[config.mk]
export PLATFORM = sky130hd
export DESIGN_NAME = prcps_regs
export DESIGN_NICKNAME = d
export VERILOG_FILES = /design/src/prcps_pkg.sv /design/src/prcps_regs.sv
export SDC_FILE = /design/constraint.sdc
export NUM_CORES = 1
export LEC_CHECK = 0
export ABC_AREA = 1
export BUFFER_PORTS_ARGS = -buffer_cell sky130_fd_sc_hd__clkbuf_2
export CORE_MARGIN = 2
export CORE_UTILIZATION = 50
export CTS_CLUSTER_SIZE = 24
export DETAILED_ROUTE_END_ITERATION = 8
export PLACE_DENSITY_LB_ADDON = 0.12
export RECOVER_POWER = 100
export SKIP_CTS_REPAIR_TIMING = 1
export SLEW_MARGIN = 5
export SYNTH_ARGS = -nofsm -noshare
export SYNTH_HDL_FRONTEND = slang
export SYNTH_SLANG_ARGS = --single-unit
[constraint.sdc]
create_clock -name core_clk -period 1.8 [get_ports core_clk]
set_input_delay 0.36 -clock core_clk [delete_from_list [all_inputs] [get_ports core_clk]]
set_output_delay 0.36 -clock core_clk [all_outputs]
set_load 0.02 [all_outputs]
[src/prcps_pkg.sv]
`default_nettype none

package prcps_pkg;

    // ****************************************
    // geometry
    // ****************************************
    localparam int ADDR_W     = 7;
    localparam int DATA_W     = 8;
    localparam int PAGE_COUNT = 38;
    localparam int PAGE_REGS  = 128;

    // ****************************************
    // register offsets
    // ****************************************
    localparam logic [6:0] OFF_PAGE  = 7'h00;
    localparam logic [6:0] OFF_SWRST = 7'h01;
    localparam logic [6:0] OFF_RSV2  = 7'h02;
    localparam logic [6:0] OFF_RSV3  = 7'h03;
    localparam logic [6:0] OFF_MUX   = 7'h04;
    localparam logic [6:0] OFF_PR    = 7'h05;
    localparam logic [6:0] OFF_J     = 7'h06;

    // ****************************************
    // reset values and writable masks
    // ****************************************
    localparam logic [7:0] PAGE_RST  = 8'h00;
    localparam logic [7:0] HOME_PAGE = 8'h00;
    localparam logic [7:0] MUX_RST   = 8'h00;
    localparam logic [7:0] MUX_WMASK = 8'h4F;
    localparam logic [7:0] PR_RST    = 8'h11;
    localparam logic [7:0] J_RST     = 8'h04;
    localparam logic [7:0] J_WMASK   = 8'h3F;
    localparam logic [7:0] RSV_READ  = 8'h00;

    // ****************************************
    // field positions and limits
    // ****************************************
    localparam int SWRST_BIT = 0;
    localparam int RANGE_BIT = 6;
    localparam int REF_LSB   = 2;
    localparam int SRC_LSB   = 0;
    localparam int PWR_BIT   = 7;
    localparam int P_LSB     = 4;
    localparam int R_LSB     = 0;
    localparam logic [3:0] R_MIN = 4'h1;
    localparam logic [3:0] R_MAX = 4'h4;
    localparam logic [5:0] J_MIN = 6'h04;
    localparam logic [3:0] P_ZERO_DIV = 4'h8;

endpackage

`default_nettype wire

[src/prcps_regs.sv]
`default_nettype none

module prcps_regs (
    input  wire logic       core_clk,
    input  wire logic       rstn,
    input  wire logic       reg_wr,
    input  wire logic       reg_rd,
    input  wire logic [6:0] reg_addr,
    input  wire logic [7:0] reg_wdata,
    output logic      [7:0] reg_rdata,
    output logic            reg_rvalid,
    output logic      [7:0] active_page,
    output logic            page_in_range,
    output logic            soft_reset_pulse,
    output logic            pll_high_range,
    output logic      [1:0] pll_ref_sel,
    output logic      [1:0] core_clock_source,
    output logic            pll_power_up,
    output logic      [3:0] pll_p_div,
    output logic      [2:0] pll_r_mult,
    output logic      [5:0] pll_j_mult
);

    // ****************************************
    // helpers
    // ****************************************
    function automatic logic [3:0] p_decode(input logic [2:0] code);
        p_decode = (code == 3'h0) ? prcps_pkg::P_ZERO_DIV
                                  : {1'b0, code};
    endfunction

    function automatic logic r_legal(input logic [3:0] code);
        r_legal = (code >= prcps_pkg::R_MIN)
                  && (code <= prcps_pkg::R_MAX);
    endfunction

    // ****************************************
    // state
    // ****************************************
    logic [7:0] page_reg;
    logic [7:0] page_next;
    logic [7:0] mux_reg;
    logic [7:0] mux_next;
    logic [7:0] pr_reg;
    logic [7:0] pr_next;
    logic [7:0] j_reg;
    logic [7:0] j_next;
    logic [7:0] rdata_reg;
    logic [7:0] rdata_next;
    logic       rvalid_reg;
    logic       rvalid_next;
    logic       swrst_reg;
    logic       swrst_next;

    // ****************************************
    // address decode
    // ****************************************
    logic on_home;
    logic hit_page;
    logic hit_swrst;
    logic hit_mux;
    logic hit_pr;
    logic hit_j;
    logic swrst_go;

    // register 0 answers on every page so the host can always leave
    assign on_home   = (page_reg == prcps_pkg::HOME_PAGE);
    assign hit_page  = reg_wr && (reg_addr == prcps_pkg::OFF_PAGE);
    assign hit_swrst = reg_wr && on_home
                       && (reg_addr == prcps_pkg::OFF_SWRST);
    assign hit_mux   = reg_wr && on_home
                       && (reg_addr == prcps_pkg::OFF_MUX);
    assign hit_pr    = reg_wr && on_home
                       && (reg_addr == prcps_pkg::OFF_PR);
    assign hit_j     = reg_wr && on_home
                       && (reg_addr == prcps_pkg::OFF_J);
    // a zero in the reset bit is ignored
    assign swrst_go  = hit_swrst
                       && reg_wdata[prcps_pkg::SWRST_BIT];

    // ****************************************
    // next state
    // ****************************************
    always_comb begin
        page_next   = page_reg;
        mux_next    = mux_reg;
        pr_next     = pr_reg;
        j_next      = j_reg;
        rdata_next  = rdata_reg;
        rvalid_next = reg_rd;
        swrst_next  = 1'b0;
        if (reg_rd) begin
            rdata_next = prcps_pkg::RSV_READ;
            if (reg_addr == prcps_pkg::OFF_PAGE) begin
                rdata_next = page_reg;
            end else if (on_home) begin
                case (reg_addr)
                    prcps_pkg::OFF_MUX: rdata_next = mux_reg;
                    prcps_pkg::OFF_PR:  rdata_next = pr_reg;
                    prcps_pkg::OFF_J:   rdata_next = j_reg;
                    default:            rdata_next = prcps_pkg::RSV_READ;
                endcase
            end
        end
        if (hit_page) begin
            page_next = reg_wdata;
        end
        if (hit_mux) begin
            // reserved bits keep their defaults whatever is written
            mux_next = reg_wdata & prcps_pkg::MUX_WMASK;
        end
        if (hit_pr) begin
            pr_next[7:4] = reg_wdata[7:4];
            // an illegal R code would stall the loop; keep the old one
            if (r_legal(reg_wdata[3:0])) begin
                pr_next[3:0] = reg_wdata[3:0];
            end
        end
        if (hit_j && (reg_wdata[5:0] >= prcps_pkg::J_MIN)) begin
            j_next = reg_wdata & prcps_pkg::J_WMASK;
        end
        if (swrst_go) begin
            page_next  = prcps_pkg::PAGE_RST;
            mux_next   = prcps_pkg::MUX_RST;
            pr_next    = prcps_pkg::PR_RST;
            j_next     = prcps_pkg::J_RST;
            swrst_next = 1'b1;
        end
    end

    // ****************************************
    // registers
    // ****************************************
    always_ff @(posedge core_clk) begin
        if (!rstn) begin
            page_reg   <= prcps_pkg::PAGE_RST;
            mux_reg    <= prcps_pkg::MUX_RST;
            pr_reg     <= prcps_pkg::PR_RST;
            j_reg      <= prcps_pkg::J_RST;
            rdata_reg  <= 8'h00;
            rvalid_reg <= 1'b0;
            swrst_reg  <= 1'b0;
        end else begin
            page_reg   <= page_next;
            mux_reg    <= mux_next;
            pr_reg     <= pr_next;
            j_reg      <= j_next;
            rdata_reg  <= rdata_next;
            rvalid_reg <= rvalid_next;
            swrst_reg  <= swrst_next;
        end
    end

    // ****************************************
    // outputs
    // ****************************************
    assign reg_rdata         = rdata_reg;
    assign reg_rvalid        = rvalid_reg;
    assign active_page       = page_reg;
    // pages past the last one exist as codes but hold nothing
    assign page_in_range     =
        (page_reg < 8'(prcps_pkg::PAGE_COUNT));
    assign soft_reset_pulse  = swrst_reg;
    assign pll_high_range    = mux_reg[prcps_pkg::RANGE_BIT];
    assign pll_ref_sel       = mux_reg[prcps_pkg::REF_LSB +: 2];
    assign core_clock_source = mux_reg[prcps_pkg::SRC_LSB +: 2];
    assign pll_power_up      = pr_reg[prcps_pkg::PWR_BIT];
    assign pll_p_div         =
        p_decode(pr_reg[prcps_pkg::P_LSB +: 3]);
    assign pll_r_mult        = pr_reg[prcps_pkg::R_LSB +: 3];
    assign pll_j_mult        = j_reg[5:0];
endmodule

`default_nettype wire

Word level (Yosys, flattened, before mapping)
Cells that the tools add are included.

Flip-flop bits (word level): 37. Input port bits: 19. Output and inout bits: 38. Logic and storage cells: 36.

$lt $le $gt $ge: 4. Equal/unequal tests: 4. Muxes and demuxes: 5. Bitwise gates (word level): 1. Reduce and logical (&&, ||, !) cells: 14.

Operators by type and width (count): case mux 8 bit (3 select lines) (1); equality test 7 x 3 -> 1 bit (second input constant) (3); 2-to-1 mux 8 bit (2); logical AND 1 bit (9); logical NOT 8 bit (1); less-than comparator 8 x 6 -> 1 bit (second input constant) (1); equality test 7 x 1 -> 1 bit (second input constant) (1); logical NOT 7 bit (1); >= comparator 6 x 3 -> 1 bit (second input constant) (1); >= comparator 4 x 1 -> 1 bit (second input constant) (1); less-or-equal comparator 4 x 3 -> 1 bit (second input constant) (1); 2-to-1 mux 4 bit (1); logical NOT 3 bit (1); AND reduction 2 bit (1); OR reduction 2 bit (1); 2-to-1 mux 1 bit (1); NOT 1 bit (1).

Logic depth before layout (Yosys ltp)
Word-level depth: 5. Depth in mapped cells: 9. Mapped depth without buffers: 9.

Worst setup path before layout
OpenSTA, ideal clock, no wires.

Kind: register -> register. From: register page_reg[2] (netlist: active_page[2]). To: register page_reg[0] (netlist: active_page[0]). Library setup time: 0.115 ns. Arrival: 1.273 ns. Data required time: 1.685 ns. Path slack: 0.412 ns. Cell stages (with the launch flop): 10. Path buffers: 1. Clock period less this slack: 1.388 ns. Cell sequence: dfxtp_1 > nor2_2 > nand2_2 > nor2_8 > nand2_4 > nor2_4 > nor2_4 > inv_2 > buf_6 > a21oi_2.

Cells in the longest elaborated chain, start to end: 5.

RTL lines: start, declared (RTL line prcps_regs.sv:40) `logic [7:0] page_reg;`; start signal, assigned (RTL line prcps_regs.sv:136) `page_reg <= prcps_pkg::PAGE_RST;`; start signal, assigned (RTL line prcps_regs.sv:144) `page_reg <= page_next;`; logical NOT 8 bit (RTL line prcps_regs.sv:67) `assign on_home = (page_reg == prcps_pkg::HOME_PAGE);`; logical AND 1 bit (RTL line prcps_regs.sv:69) `assign hit_swrst = reg_wr && on_home`; logical AND 1 bit (RTL line prcps_regs.sv:70) `&& (reg_addr == prcps_pkg::OFF_SWRST);`; logical AND 1 bit (RTL line prcps_regs.sv:79) `&& reg_wdata[prcps_pkg::SWRST_BIT];`; OR reduction 2 bit (no source line).

Every way passes these cells. A chain may end at the register's enable or synchronous reset.

Worst setup path in the final report
From: register page_reg[3] (netlist: active_page[3]). To: output page_in_range.

Cells in the longest elaborated chain, start to end: 1.

RTL lines: less-than comparator 8 x 6 -> 1 bit (RTL line prcps_regs.sv:162) `(page_reg < 8'(prcps_pkg::PAGE_COUNT));`; end, declared (RTL line prcps_regs.sv:13) `output logic page_in_range,`.

Every way passes these cells.

==> out/metrics.csv <==
metric,value,unit
PwrDens,679.4,nW/um^2
"Clk pin slew, worst setup/hold paths",80,ps
sequential share of power,53.7,%
Starting Density,52.73,%
pre-CTS setup slack,207.2,ps
vias in the first global route,1716,
Required @ worst endpoint,1440,ps
Final Slew Violations,0,
setup tns final,0,ps
Yosys cell types,23,
number of diodes,0,
syn avg cell area,6.851,sq um
Hold Fails Final Rpt,0,
post-layout min period,1559,ps
Pre-antenna DRT Iters,6,
largest net degree at the start of global routing,13,
worst skew pair latency,290,ps
Final #Nets,365,
critical path arrival,1200,ps
RSZ-0062 raised after global routing,no,
Overall Global Routing Usage,24.68,%
Die X-Extent,66.60,um
status,finished clean,
Die ar.,4436,sq um
clock share of power,36.4,%
fillers,403,
Hold Startpoint,reg_wdata[7],
Post-DP HPWL,3934,um
crit end category,output pin,
CTS tree,done,
CP Class,flip-flop to output pin,
Yosys reg bits,37,
Rows,22,
post-route insts no fill,395,
CTS Buf Count,5,
Area Overhead vs Synth,16.67,%
R2R Path End,active_page[7]$_SDFFE_PP0P_,
setup ws final,241.0,ps
Max Cap Viol,0,
Ports,57,
post-synthesis cell area,1959,sq um
first-pass GRT wire length,8155,um
maximum vdd drop,415.8,uV
Syn Inst Count,286,
wire per inst,12.91,um
CP Capture Point,page_in_range,
CP Max Fanout,2,
Crit Reg-Reg Startpoint,active_page[2]$_SDFFE_PP0P_,
post-route ant nets,0,
R2R setup slack,260,ps
Final Setup Violations,0,
Net Sw Power,0.4105,mW
sw frac,26.43,%
via density per instance,5.139,
buffer depth of the longest clock path,2,
DRC,0,
routability cong.,0.8871,
Syn Nets,305,
placed cells,387,
Crit. Startpoint,active_page[3]$_SDFFE_PP0P_,
Slew Limit Headroom,74.04,%
vias after detailed routing,2030,
Initial DRC Count,131,
Cell Int Power,1.143,mW
Syn. warnings,0,
crit path launch type,flip-flop,
H-tree level count,2,
post-synthesis sequential area ratio,37.80,%
Setup Skew,8.283,ps
period utilisation layout,86.61,%
Hold WC Path Type,input port to flip-flop,
global route total overflow,0,
Core Area,3716,sq um
Die H,66.60,um
Lkg Pwr,0.9612,nW
combinational share of power,9.9,%
WL final,5100,um
Root Buffer,clkbuf_8,
placed cell area,2291,sq um
worst reg-to-reg path cell count,9,
Worst-Margin Slew,388.3,ps
port bufs,56,
fmax,641.4,MHz
initial antenna violation count,0,
Sink Count,37,
design area,2286,sq um
layout cell share with drive strength beyond 1,15.85,%
-- power by group through the flow --
stage,clock network [mW],registers [mW],logic [mW]
4_1_cts,0.578,0.835,0.159
6_report,0.565,0.835,0.153
2_1_floorplan,0,0.867,0.0837
3_5_place_dp,0,0.854,0.158
3_3_place_gp,0,0.854,0.158
5_1_grt,0.615,0.836,0.171
-- cells by family (layout without fill, tap and decap cells) --
logic type             count (synthesis)  after routing  share of synthesized area, %
buffers and inverters                 43            104                         9.642
DFF                                   37             37                         37.80
AOI/OAI and AO/OA                     47             47                         14.94
and+or+nand+nor                      159            159                         37.61
-- final cells by class --
cell class	count	area [sq um]	share of cell area [%]
sequential	37	740.7	32.40
timing repair buffer	64	287.8	12.59
clock inverter	3	17.52	0.7663
inverter	32	120.1	5.255
tap	48	60.06	2.627
multi-input combinational	206	991.0	43.35
clock buffer	5	68.82	3.010
-- worst min path at each step --
stage | end | slack [ps] | cells past startpoint
3_5_place_dp | pr_reg[3]$_SDFFE_PP0P_ | 430 | 2
4_1_cts | pr_reg[7]$_SDFFE_PP0P_ | 330 | 3
6_report | pr_reg[7]$_SDFFE_PP0P_ | 340 | 3
5_1_grt | mux_reg[6]$_SDFFE_PP0P_ | 340 | 3
3_3_place_gp | pr_reg[3]$_SDFFE_PP0P_ | 430 | 2
2_1_floorplan | pr_reg[3]$_SDFFE_PP0P_ | 420 | 2
-- cell usage in the layout, fill, tap and decap left out, types with 3 or more instances in the layout --
cell      instances
nand2_1          81
clkbuf_1         40
dfxtp_1          37
inv_1            31
nor2_1           31
a21oi_1          30
nand3_1          24
clkbuf_2         17
o21ai_0           9
buf_4             7
a21oi_2           6
nor2_4            5
clkbuf_8          5
nor2_2            4
nand2_2           4
nand4_1           4
nor3_1            3
-- metrics by stage --
step / hold WS, ps / util [%] / power, mW
2_1_floorplan: 418.3 / - / 0.9507
3_5_place_dp: 430.8 / 61.65 / 1.012
4_1_cts: 332.6 / 63.97 / 1.572
5_1_grt: 341.4 / 61.52 / 1.621
6_report: 335.3 / 61.52 / 1.553
3_3_place_gp: 429.8 / 61.65 / 1.011
-- worst max-delay path, stage by stage (launching register included) --
cell and delay, ps:
dfxtp_1 320, nor2_2 130, o21ai_0 90, a21oi_1 120, clkbuf_1 240
-- routing by layer --
layer | routed length [um] | vias to the layer above | global-route usage [%]
met1 | 2482 | 907 | 36.04
met2 | 2141 | 89 | 35.50
li1 | - | 1026 | -
met5 | 0 | - | 0
met4 | 91 | 0 | 8.163
met3 | 384 | 8 | 5.574
-- Yosys cell counts (all sizes together) --
cell	count	area, sq um
a21oi	36	232.7
buf	6	50.04
clkbuf	5	18.77
dfxtp	37	740.7
inv	32	120.1
nand2	86	340.3
nand3	25	130.1
nand4	4	31.28
nor2	41	220.2
nor3	3	15.01
o211ai	2	15.01
o21ai	9	45.04
Power figures use the tool's default switching activity.
